<file path="src/common/csc_map.svh">
// Register offsets, field positions and reset values of the capacitive-sense sequencer
`ifndef CSC_MAP_SVH
`define CSC_MAP_SVH
// ------------------------------------------------------------------
// Register offsets
// ------------------------------------------------------------------
`define CSC_ADDR_CONFIG 8'haa
`define CSC_ADDR_CTRL 8'hb0
`define CSC_ADDR_IRQ_STAT 8'hb1
`define CSC_ADDR_IRQ_MASK 8'hb2
`define CSC_ADDR_SCAN_LO 8'hd2
`define CSC_ADDR_SCAN_HI 8'hd3
`define CSC_ADDR_FIRST 8'hdd
`define CSC_ADDR_LAST 8'hde
`define CSC_ADDR_MUX 8'hdf
// ------------------------------------------------------------------
// Field positions and widths
// ------------------------------------------------------------------
`define CSC_NUM_CHAN 14
`define CSC_CHAN_W 5
`define CSC_ACC_W 7
`define CSC_CTRL_BUSY 4
`define CSC_CTRL_CONV 5
`define CSC_CTRL_SCAN 6
`define CSC_STAT_CONV 0
`define CSC_STAT_SCAN 1
`define CSC_SCAN_LO_W 8
`define CSC_SCAN_HI_W 6
// ------------------------------------------------------------------
// Reset values and constants
// ------------------------------------------------------------------
`define CSC_CFG_RESET 8'h00
`define CSC_CHAN_NONE 5'h1f
`define CSC_ACC_1 7'h01
`define CSC_ACC_4 7'h04
`define CSC_ACC_8 7'h08
`define CSC_ACC_16 7'h10
`define CSC_ACC_32 7'h20
`define CSC_ACC_64 7'h40
`endif

</file>
<file path="src/common/csc_pkg.sv">
// Types shared by the capacitive-sense sequencer modules
`include "csc_map.svh"
package csc_pkg;
    // ------------------------------------------------------------------
    // Start-of-conversion modes
    // ------------------------------------------------------------------
    typedef enum logic [2:0] {
        CSC_MODE_SW = 3'b000,
        CSC_MODE_T0 = 3'b001,
        CSC_MODE_T2 = 3'b010,
        CSC_MODE_T1 = 3'b011,
        CSC_MODE_T3 = 3'b100,
        CSC_MODE_RSV = 3'b101,
        CSC_MODE_CONT = 3'b110,
        CSC_MODE_SCAN = 3'b111
    } csc_mode_t;

    // Configuration register layout, bit 7 down to bit 0
    typedef struct packed {
        logic smen;
        csc_mode_t mode;
        logic mcen;
        logic [2:0] acu;
    } csc_cfg_t;

    // Register bus request
    typedef struct packed {
        logic wr;
        logic rd;
        logic [7:0] addr;
        logic [7:0] wdata;
    } csc_bus_t;

    // Whole state of the top module
    typedef struct packed {
        csc_cfg_t cfg;
        logic [`CSC_NUM_CHAN-1:0] scan_mask;
        logic [`CSC_CHAN_W-1:0] first;
        logic [`CSC_CHAN_W-1:0] last;
        logic [`CSC_CHAN_W-1:0] mux;
        logic [1:0] irq_stat;
        logic [1:0] irq_mask;
        logic busy;
        logic cont;
        logic start;
        logic [`CSC_CHAN_W-1:0] cur;
        logic [7:0] rdata;
        logic irq;
        logic [`CSC_NUM_CHAN-1:0] conn;
    } csc_top_state_t;

    // State of the sample sequencer
    typedef struct packed {
        logic active;
        logic req;
        logic done;
        logic [`CSC_ACC_W-1:0] cnt;
    } csc_seq_state_t;
endpackage

</file>
<file path="src/hdl/csc_sample_seq.sv">
// Sample sequencer: requests front-end samples until the accumulation count is reached
`timescale 1ns/10ps
`default_nettype none
`include "csc_map.svh"
module csc_sample_seq
    import csc_pkg::*;
#(
    parameter int ACC_W = `CSC_ACC_W
) (
    input wire logic ref_clk,
    input wire logic nrst,
    input wire logic start,
    input wire logic [ACC_W-1:0] target,
    input wire logic sample_done,
    output logic sample_req,
    output logic conv_done
);
    csc_seq_state_t s_reg;
    csc_seq_state_t s_next;

    // ------------------------------------------------------------------
    // Next state
    // ------------------------------------------------------------------
    // Only one sample is ever outstanding, so the count never overruns
    always_comb begin
        s_next = s_reg;
        s_next.req = 1'b0;
        s_next.done = 1'b0;
        if (start) begin
            s_next.active = 1'b1;
            s_next.cnt = '0;
            s_next.req = 1'b1;
        end else if (s_reg.active && sample_done) begin
            s_next.cnt = ACC_W'(s_reg.cnt + 1'b1);
            if (ACC_W'(s_reg.cnt + 1'b1) >= target) begin
                s_next.active = 1'b0;
                s_next.done = 1'b1;
            end else begin
                s_next.req = 1'b1;
            end
        end
    end

    // Register the whole state
    always_ff @(posedge ref_clk) begin
        if (!nrst) begin
            s_reg <= '0;
        end else begin
            s_reg <= s_next;
        end
    end

    assign sample_req = s_reg.req;
    assign conv_done = s_reg.done;
endmodule
`default_nettype wire

</file>
<file path="src/hdl/csc_sequencer.sv">
// Capacitive-sense conversion configuration and sequencing block
// What this block does
// - Masking off ignores both scan mask registers
// - Masking on selects scanned channels from masks
// - Mode 000 starts conversion on busy write
// - Modes 001-100 start on timer 0/2/1/3 overflow
// - Mode 110 converts muxed channel continuously
// - Accumulate 1/4/8/16/32/64 samples per result
// - Conversion done flag sets, held till cleared
// - Scan done flag sets, never auto-cleared
// - Busy reads one while converting
//
// Strobed register access is this design's own decision.
`timescale 1ns/10ps
`default_nettype none
`include "csc_map.svh"
module csc_sequencer
    import csc_pkg::*;
#(
    parameter int NCH = `CSC_NUM_CHAN
) (
    input wire logic ref_clk,
    input wire logic nrst,
    input wire logic [7:0] reg_addr,
    input wire logic [7:0] reg_wdata,
    input wire logic reg_wr,
    input wire logic reg_rd,
    output logic [7:0] reg_rdata,
    input wire logic [3:0] tmr_ovf,
    input wire logic afe_sample_done,
    output logic afe_sample_req,
    output logic [`CSC_CHAN_W-1:0] afe_chan_sel,
    output logic [NCH-1:0] afe_chan_connect,
    output logic irq
);
    csc_top_state_t s_reg;
    csc_top_state_t s_next;
    csc_bus_t bus;
    logic conv_done;
    logic [`CSC_ACC_W-1:0] acc_target;
    logic [NCH-1:0] range_mask;
    logic [`CSC_CHAN_W:0] step;

    assign bus = '{wr: reg_wr, rd: reg_rd, addr: reg_addr, wdata: reg_wdata};

    // ------------------------------------------------------------------
    // Helpers
    // ------------------------------------------------------------------
    // Samples per result; reserved codes fall back to one sample
    function automatic logic [`CSC_ACC_W-1:0] acc_count(input logic [2:0] code);
        unique case (code)
            3'h0: acc_count = `CSC_ACC_1;
            3'h1: acc_count = `CSC_ACC_4;
            3'h2: acc_count = `CSC_ACC_8;
            3'h3: acc_count = `CSC_ACC_16;
            3'h4: acc_count = `CSC_ACC_32;
            3'h5: acc_count = `CSC_ACC_64;
            default: acc_count = `CSC_ACC_1;
        endcase
    endfunction

    // Next scan channel, top bit flags a wrap back to the start
    function automatic logic [`CSC_CHAN_W:0] scan_step(
        input logic [`CSC_CHAN_W-1:0] cur,
        input logic smen,
        input logic [NCH-1:0] mask,
        input logic [`CSC_CHAN_W-1:0] first,
        input logic [`CSC_CHAN_W-1:0] last
    );
        logic found;
        logic [`CSC_CHAN_W-1:0] nxt;
        logic [`CSC_CHAN_W-1:0] low;
        found = 1'b0;
        nxt = cur;
        low = cur;
        // Walk downwards so the lowest qualifying channel wins
        for (int i = NCH - 1; i >= 0; i--) begin
            if (mask[i]) begin
                low = `CSC_CHAN_W'(i);
                if (`CSC_CHAN_W'(i) > cur) begin
                    nxt = `CSC_CHAN_W'(i);
                    found = 1'b1;
                end
            end
        end
        if (smen) begin
            scan_step = found ? {1'b0, nxt} : {1'b1, low};
        end else if (cur >= last || cur == `CSC_CHAN_NONE) begin
            scan_step = {1'b1, first};
        end else begin
            scan_step = {1'b0, `CSC_CHAN_W'(cur + 1'b1)};
        end
    endfunction

    // Channels first..last, used for merging while masking is off
    always_comb begin
        range_mask = '0;
        for (int i = 0; i < NCH; i++) begin
            range_mask[i] = (`CSC_CHAN_W'(i) >= s_reg.first) && (`CSC_CHAN_W'(i) <= s_reg.last);
        end
    end

    assign acc_target = acc_count(s_reg.cfg.acu);
    assign step = scan_step(s_reg.cur, s_reg.cfg.smen, s_reg.scan_mask, s_reg.first, s_reg.last);

    // ------------------------------------------------------------------
    // Next state: registers, triggers and channel sequencing
    // ------------------------------------------------------------------
    always_comb begin
        logic busy_wr;
        logic trig;
        logic [`CSC_CHAN_W:0] first_step;
        trig = 1'b0;
        s_next = s_reg;
        busy_wr = bus.wr && bus.addr == `CSC_ADDR_CTRL && bus.wdata[`CSC_CTRL_BUSY];
        first_step = scan_step(`CSC_CHAN_NONE, s_reg.cfg.smen, s_reg.scan_mask,
                               s_reg.first, s_reg.last);
        s_next.start = 1'b0;
        s_next.rdata = '0;
        // Register writes; status bits are write-one-to-clear
        if (bus.wr) begin
            unique case (bus.addr)
                `CSC_ADDR_CONFIG: s_next.cfg = csc_cfg_t'(bus.wdata);
                `CSC_ADDR_SCAN_LO: s_next.scan_mask[`CSC_SCAN_LO_W-1:0] = bus.wdata;
                `CSC_ADDR_SCAN_HI:
                    s_next.scan_mask[NCH-1:`CSC_SCAN_LO_W] = bus.wdata[`CSC_SCAN_HI_W-1:0];
                `CSC_ADDR_FIRST: s_next.first = bus.wdata[`CSC_CHAN_W-1:0];
                `CSC_ADDR_LAST: s_next.last = bus.wdata[`CSC_CHAN_W-1:0];
                `CSC_ADDR_MUX: s_next.mux = bus.wdata[`CSC_CHAN_W-1:0];
                `CSC_ADDR_IRQ_STAT: s_next.irq_stat = s_reg.irq_stat & ~bus.wdata[1:0];
                `CSC_ADDR_IRQ_MASK: s_next.irq_mask = bus.wdata[1:0];
                default: ;
            endcase
        end
        // Trigger selection by start mode
        unique case (s_reg.cfg.mode)
            CSC_MODE_SW: trig = busy_wr;
            CSC_MODE_T0: trig = tmr_ovf[0];
            CSC_MODE_T2: trig = tmr_ovf[2];
            CSC_MODE_T1: trig = tmr_ovf[1];
            CSC_MODE_T3: trig = tmr_ovf[3];
            CSC_MODE_CONT: trig = busy_wr;
            CSC_MODE_SCAN: trig = busy_wr;
            default: trig = 1'b0;
        endcase
        // Triggers while busy are dropped rather than queued
        if (!s_reg.busy && trig) begin
            s_next.busy = 1'b1;
            s_next.start = 1'b1;
            s_next.cont = s_reg.cfg.mode == CSC_MODE_CONT || s_reg.cfg.mode == CSC_MODE_SCAN;
            s_next.cur = s_reg.cfg.mode == CSC_MODE_SCAN ? first_step[`CSC_CHAN_W-1:0] : s_reg.mux;
        end
        // Completion: flag it, then stop or carry on
        if (conv_done) begin
            s_next.irq_stat[`CSC_STAT_CONV] = 1'b1;
            if (s_reg.cont && s_reg.cfg.mode == CSC_MODE_CONT) begin
                s_next.cur = s_reg.mux;
                s_next.start = 1'b1;
            end else if (s_reg.cont && s_reg.cfg.mode == CSC_MODE_SCAN) begin
                s_next.cur = step[`CSC_CHAN_W-1:0];
                s_next.start = 1'b1;
                // A merged conversion covers every channel of the merged set at once
                if (step[`CSC_CHAN_W] || s_reg.cfg.mcen) begin
                    s_next.irq_stat[`CSC_STAT_SCAN] = 1'b1;
                end
            end else begin
                s_next.busy = 1'b0;
                s_next.cont = 1'b0;
            end
        end
        // Sensing connection: merged set or the single current channel
        if (s_reg.cfg.mcen) begin
            s_next.conn = s_reg.cfg.smen ? s_reg.scan_mask : range_mask;
        end else begin
            s_next.conn = NCH'(1) << s_reg.cur;
        end
        if (!s_reg.busy) begin
            s_next.conn = '0;
        end
        // Read data stands in the cycle after the strobe
        if (bus.rd) begin
            unique case (bus.addr)
                `CSC_ADDR_CONFIG: s_next.rdata = s_reg.cfg;
                `CSC_ADDR_CTRL: begin
                    s_next.rdata[`CSC_CTRL_BUSY] = s_reg.busy;
                    s_next.rdata[`CSC_CTRL_CONV] = s_reg.irq_stat[`CSC_STAT_CONV];
                    s_next.rdata[`CSC_CTRL_SCAN] = s_reg.irq_stat[`CSC_STAT_SCAN];
                end
                `CSC_ADDR_IRQ_STAT: s_next.rdata[1:0] = s_reg.irq_stat;
                `CSC_ADDR_IRQ_MASK: s_next.rdata[1:0] = s_reg.irq_mask;
                `CSC_ADDR_SCAN_LO: s_next.rdata = s_reg.scan_mask[`CSC_SCAN_LO_W-1:0];
                `CSC_ADDR_SCAN_HI:
                    s_next.rdata[`CSC_SCAN_HI_W-1:0] = s_reg.scan_mask[NCH-1:`CSC_SCAN_LO_W];
                `CSC_ADDR_FIRST: s_next.rdata[`CSC_CHAN_W-1:0] = s_reg.first;
                `CSC_ADDR_LAST: s_next.rdata[`CSC_CHAN_W-1:0] = s_reg.last;
                `CSC_ADDR_MUX: s_next.rdata[`CSC_CHAN_W-1:0] = s_reg.mux;
                default: s_next.rdata = '0;
            endcase
        end
        s_next.irq = |(s_next.irq_stat & s_next.irq_mask);
    end

    // Register the whole state
    always_ff @(posedge ref_clk) begin
        if (!nrst) begin
            s_reg <= '0;
        end else begin
            s_reg <= s_next;
        end
    end

    // ------------------------------------------------------------------
    // Sample sequencing
    // ------------------------------------------------------------------
    csc_sample_seq #(.ACC_W(`CSC_ACC_W)) u_seq (
        .ref_clk(ref_clk),
        .nrst(nrst),
        .start(s_reg.start),
        .target(acc_target),
        .sample_done(afe_sample_done),
        .sample_req(afe_sample_req),
        .conv_done(conv_done)
    );

    assign reg_rdata = s_reg.rdata;
    assign afe_chan_sel = s_reg.cur;
    assign afe_chan_connect = s_reg.conn;
    assign irq = s_reg.irq;
endmodule
`default_nettype wire

</file>
<file path="config.mk">
export PLATFORM = sky130hd
export DESIGN_NAME = csc_sequencer
export DESIGN_NICKNAME = d
export VERILOG_FILES = /design/src/common/csc_pkg.sv /design/src/hdl/csc_sample_seq.sv /design/src/hdl/csc_sequencer.sv
export VERILOG_INCLUDE_DIRS = /design/src /design/src/common
export SDC_FILE = /design/constraint.sdc
export NUM_CORES = 1
export LEC_CHECK = 0
export ABC_AREA = 1
export ABC_CLOCK_PERIOD_IN_PS = 2200
export BUFFER_PORTS_ARGS = -buffer_cell sky130_fd_sc_hd__buf_2
export CORE_MARGIN = 4
export CORE_UTILIZATION = 54
export DETAILED_ROUTE_END_ITERATION = 8
export GPL_TIMING_DRIVEN = 0
export PLACE_DENSITY_LB_ADDON = 0.3
export SETUP_SLACK_MARGIN = 0.2
export SLEW_MARGIN = 15
export SYNTH_ARGS = -nofsm -noshare
export SYNTH_HDL_FRONTEND = slang
export SYNTH_HIERARCHICAL = 1
export SYNTH_SLANG_ARGS = --single-unit
</file>
<file path="constraint.sdc">
create_clock -name ref_clk -period 2.2 [get_ports ref_clk]
set_clock_uncertainty 0.1 [all_clocks]
set_input_delay 0.33 -clock ref_clk [delete_from_list [all_inputs] [get_ports ref_clk]]
set_output_delay 0.33 -clock ref_clk [all_outputs]
set_load 0.05 [all_outputs]
</file>
==> results of run 1 <==
[cells by family (layout without fill, tap and decap cells)]
kind of cell,after synthesis,after routing
XOR/XNOR,7,7
adder cells (fa/ha/maj),20,20
AND/OR/NAND/NOR,290,290
buffers and inverters,166,262
other,1,1
AO/OA/AOI/OAI,215,215
flip-flops,82,82
[cell usage in the layout (no fill, tap or decap), drive strengths merged, types with 4 or more instances in the layout]
master	n
nand2	138
inv	122
buf	114
dfxtp	82
nor2	81
a21oi	74
o21ai	73
nand3	34
clkbuf	21
nor3	20
ha	20
a221oi	15
a211oi	13
nand4	12
o211ai	10
o22ai	9
xor2	7
nor4	4
[worst max-delay path, delay by kind of cell, from the launching register on]
family | cells | cell delay [ns]
AND/OR/NAND/NOR | 3 | 0.38
adder cells (fa/ha/maj) | 1 | 0.21
AO/OA/AOI/OAI | 7 | 1.01
flip-flops | 1 | 0.42
[area by class of cell]
cell class / instances / area, um2 / share of cell area
multi-input cells: 533 / 3130 / 0.488
well taps: 129 / 161 / 0.0251
repair buffers: 80 / 482 / 0.0750
plain buffers: 46 / 294 / 0.0458
clock buffers: 9 / 124 / 0.0193
flip-flops and latches: 82 / 1680 / 0.262
clock inverters: 7 / 82.6 / 0.0129
inverters: 120 / 465 / 0.0725
[path summary, 6_finish.rpt]
kind / to / slack (ns) / depth (start not counted)
setup reg to reg: irq$_SDFF_PN0_ / -0.04 / 11
hold reg to reg: u_seq/s_reg[9]$_SDFFE_PN0P_ / 0.40 / 2
hold / removal: s_reg[56]$_SDFFE_PN0P_ / 0.19 / 3
setup / recovery: irq$_SDFF_PN0_ / -0.04 / 11
[power groups by stage]
stage                     Combinational (mW)  Sequential, mW  Clock [mW]
after CTS                              0.151            1.48        1.18
after detailed placement               0.147            1.52           0
after floorplan                       0.0815            1.52           0
after global placement                 0.143            1.52           0
final                                  0.163            1.48        1.18
after global routing                   0.178            1.48        1.24
[per-layer routing]
metal / part of all wire / track usage / vias to the layer above / wire, um
li1: - / - / 2800 / -
met1: 0.41 / 0.449 / 2831 / 7930
met2: 0.45 / 0.512 / 370 / 8620
met3: 0.11 / 0.0747 / 62 / 2160
met4: 0.034 / 0.104 / 0 / 652
met5: 0 / 0 / - / 0
[per-stage QoR]
step	setup slack, ns	TNS (ns)	power (mW)	instances
after floorplan	0.0857	0	1.60	781
after global placement	-0.282	-1.07	1.67	962
after global routing	-0.130	-0.780	2.90	1006
after detailed placement	-0.321	-1.46	1.67	962
after CTS	-0.00130	-0.00130	2.81	991
final	-0.0368	-0.0641	2.82	1006
[what timing repair did]
item	in CTS	in global routing
endpoints found under the setup margin	10	15
pin swaps	18	19
buffers inserted	13	15
resized for setup	35	42
hold buffers	0	0
endpoints found under the hold margin	0	0
==> flow_summary.ini, run 1 <==
[route]
drc_errors = 0
postRouteAntennaNets = 0
drtIter0Drc = 684
drtPass1Iterations = 7
vias = 6063
vias_per_cell = 6.03
routedWlPerCell_um = 19.3
routed_wl_um = 19400

[sta]
worst_pin_slew_ns = 0.614
slew_headroom = 0.591
max_freq_ghz = 0.447
setup_slack_ns = -0.0368
period_needed_ns = 2.24
timing.final.crit_share = 1.02
maxSlewViolCount = 0
rsz0062_at_grt = true
hold_viol = 0
holdWs_ns = 0.188
finalSetupViolations = 2

[critical_path]
timing.rr.start = afe_chan_sel[1]$_SDFFE_PN0P_
slowest_stage = dfxtp_4
crit_chain = ha_4 -> a21boi_2 -> o21a_1 -> o21a_1 -> o21ai_2 -> nand2_2 -> nor2_4 -> a21oi_2 -> o21ai_2 -> nand2_1 -> a22o_1
cp-end-kind = flop
max_stage_delay_ns = 0.42
crit_fanout = 7
arrival_ns = 2.40
critical_path_class = reg -> reg
critPathLaunchType = flop
timing.critical_path.from = afe_chan_sel[1]$_SDFFE_PN0P_
critPathRequiredTime_ns = 2.36

[synthesis]
synth_edf_count = 0
yosysMostFrequentCell = nand2_1
synth_cells = 781
synthXorXnorAreaFrac = 0.0116
synth_simple_gate_area_frac = 0.244
syn_nets = 826
ys_warn_count = 6
synth_area_leaders = dfxtp_1 (31%), nand2_1 (9.5%), inv_1 (7.8%)
netlist_top_cells_count = nand2_1 (134), inv_1 (110), dfxtp_1 (82)
synthAdderAreaFrac = 0.0475
synth_top_family_by_area = compound AO/OA/AOI/OAI gates
synth_mux_area_frac = 0
ys_ff_latch = 82
synth_top_cell_by_area = dfxtp_1
synth_seq_area_share = 0.311
ys.flop_type = dfxtp_1
async_flop_share = 0
synth_compound_area_frac = 0.244
avgSynthCellArea_um2 = 6.75
syn_area_um2 = 5270
synth.distinct_cells = 48
synth_top_area_frac = 0.311

[clocking]
cts_tree = done
htreeDepth = 3
cts-root-buf = clkbuf_8
clkLatencyLatePin_ns = 0.36
cts_max_path_buffers = 2
cts.sinks = 82
cts_buffers = 9
clk_pin_slew_ns = 0.10

[finish]
largest_reg_flops = 44
fillCellCount = 815
antenna_cells = 0
final_nets = 917
drive_gt1_frac = 0.253
area_growth_pct = 21.8
final_area_um2 = 6420
fin_util = 0.685

[die]
row_count = 35
coreArea_um2 = 9370
die_area_um2 = 11400
die_x_um = 107
die_height_um = 107
pin_count = 54
start_util = 0.562

[pwr]
power_leakage_nw = 2.78
seqPwrFrac = 0.525
peakVddDrop_uv = 332
swShare = 0.265
p_clk_frac = 0.417
pwr-share-comb = 0.058
p_sw_mw = 0.749
internal_power_mw = 2.07
p_per_area_nw_per_um2 = 440

[placement]
portBuffers = 52
place_hpwl_um = 14400
place_area_um2 = 5750
place_congestion = 1.02

[status]
status = finished with violations
violations = setup timing

[grt]
antenna_found_initial = 0
grt_pass1_wl_um = 29100
grt_pass1_vias = 5512
grt_usage = 0.327
grt_max_degree = 17
grt_overflow = 0

[job]
cap_viol_max_count = 0

[hold_path]
hold_start = reg_wdata[6]
hold_class = in -> reg
Note: power is estimated with default switching activity, not from simulation.
==> run 2, diff against run 1 <==
--- a/config.mk
+++ b/config.mk
@@ -9,8 +9,8 @@
 export ABC_AREA = 1
 export ABC_CLOCK_PERIOD_IN_PS = 2200
 export BUFFER_PORTS_ARGS = -buffer_cell sky130_fd_sc_hd__buf_2
-export CORE_MARGIN = 4
-export CORE_UTILIZATION = 54
+export CORE_MARGIN = 2
+export CORE_UTILIZATION = 35
 export DETAILED_ROUTE_END_ITERATION = 8
 export GPL_TIMING_DRIVEN = 0
 export PLACE_DENSITY_LB_ADDON = 0.3
==> flow_summary.ini, run 2 (synthesis results as in run 1) <==
[status]
status = finished with violations
violations = setup timing

[clocking]
clk_pin_slew_ns = 0.07
cts.sinks = 82
cts-root-buf = clkbuf_16
cts_max_path_buffers = 2
cts_buffers = 9
clkLatencyLatePin_ns = 0.35
cts_tree = done
htreeDepth = 3

[critical_path]
rr_worst_depth = 13
critPathTopFamily = compound AO/OA/AOI/OAI gates
slowest_stage = dfxtp_4
cp-end-kind = flop
cp_common_cell = o21a_1
r2r_setup_slack_ns = -0.05
critPathRequiredTime_ns = 2.34
crit_fanout = 4
path_buf_inv = 2
max_stage_delay_ns = 0.39
critical_path_class = reg -> reg
cp_num_cells = 13
arrival_ns = 2.39
timing.rr.start = afe_chan_sel[0]$_SDFFE_PN0P_
r2r_end = irq$_SDFF_PN0_
crit_chain = inv_6 -> ha_4 -> inv_2 -> a21boi_2 -> o21a_1 -> o21a_1 -> o21ai_1 -> nand2_2 -> nor2_4 -> a21oi_2 -> o21ai_2 -> nand2_1 -> a22o_1
critPathLaunchType = flop

[die]
row_count = 44
die_area_um2 = 16100
die_x_um = 127
die_height_um = 127
pin_count = 54
start_util = 0.360
coreArea_um2 = 14600

[sta]
setup_tns_ns = -0.0456
maxSlewViolCount = 0
holdWs_ns = 0.223
period_needed_ns = 2.25
max_freq_ghz = 0.445
rsz0062_at_grt = true
setup_slack_ns = -0.0456
slew_headroom = 0.580
hold_viol = 0
finalSetupViolations = 1
timing.final.crit_share = 1.02
worst_pin_slew_ns = 0.626

[grt]
grt_pass1_wl_um = 28300
antenna_found_initial = 0
grt_max_degree = 16
grt_overflow = 0
grt_pass1_vias = 5344
grt_usage = 0.227

[finish]
drive_gt1_frac = 0.261
final_cell_mix = nand2_1 (127), inv_1 (101), a21oi_1 (68), dfxtp_1 (68), nor2_1 (65)
largest_reg_flops = 44
final_nets = 920
final_area_um2 = 6680
final_common_cell = nand2_1
antenna_cells = 0
area_growth_pct = 26.7
fin_util = 0.456
final-instance-count-excl-fill = 1064

[hold_path]
hold_class = in -> reg
hold_start = reg_wdata[7]
min_to = s_reg[57]$_SDFFE_PN0P_
min_path_cells = 3

[route]
drc_errors = 0
routed_wl_um = 18400
drtIter0Drc = 605
vias = 5771
postRouteAntennaNets = 0
routedWlPerCell_um = 17.3
drtPass1Iterations = 5
vias_per_cell = 5.42

[pwr]
power_leakage_nw = 2.87
p_per_area_nw_per_um2 = 497
peakVddDrop_uv = 555
fin_total_pwr_mw = 3.32

[placement]
place_congestion = 0.978
place_area_um2 = 5820
place_hpwl_um = 13900
portBuffers = 52
dpl.cell_count = 1017
preCtsSetupSlack_ns = -0.381

[job]
cap_viol_max_count = 0
-- run 2: cell count changes in the layout (fill, tap and decap cells not counted), sizes merged --
cell      change
buf           +3
bufinv        +1
clkinvlp      +1
inv           -2
-- run 2: worst max-delay path by stage --
stage,endpoint,slack (ns),startpoint
2_1_floorplan,irq$_SDFF_PN0_,0.09,afe_chan_sel[0]$_SDFFE_PN0P_
3_3_place_gp,irq$_SDFF_PN0_,-0.39,s_reg[40]$_SDFFE_PN0P_
3_5_place_dp,irq$_SDFF_PN0_,-0.38,s_reg[40]$_SDFFE_PN0P_
6_report,irq$_SDFF_PN0_,-0.05,afe_chan_sel[0]$_SDFFE_PN0P_
4_1_cts,irq$_SDFF_PN0_,-0.02,afe_chan_sel[0]$_SDFFE_PN0P_
5_1_grt,afe_chan_sel[0]$_SDFFE_PN0P_,-0.14,afe_chan_sel[2]$_SDFFE_PN0P_
-- run 2: repair_timing --
| item | in CTS | in global routing |
|---|---|---|
| setup buffers | 18 | 13 |
| pin swaps | 15 | 23 |
| resized for setup | 50 | 40 |
| cloned | 0 | 0 |
| endpoints found under the setup margin | 10 | 20 |
| hold buffers | 0 | 0 |
-- run 2: worst min-delay path, stage by stage --
cell and delay (ns):
buf_2 0.10, o21ai_0 0.09, a21oi_1 0.11
-- run 2: report_power, final --
part           total, mW  internal (mW)  switching [mW]
registers           1.48           1.48         0.00437
clock network       1.67           1.01           0.666
logic              0.166         0.0511           0.114
total               3.32           2.53           0.785
-- run 2: final cells by class --
| type | count | area, um2 |
|---|---|---|
| clock inverter | 7 | 101 |
| timing repair buffer | 83 | 512 |
| sequential | 82 | 1680 |
| clock buffer | 9 | 225 |
| inverter | 120 | 467 |
| buffer | 46 | 295 |
| fill | 1497 | 7970 |
| tap | 184 | 230 |
| multi-input combinational | 533 | 3170 |
-- run 2: layer usage --
layer,share of wire,vias to the layer above,track usage
met5,0,-,0
met4,0.041,0,0.106
met3,0.075,49,0.0434
met2,0.46,268,0.366
li1,-,2805,-
met1,0.42,2649,0.293
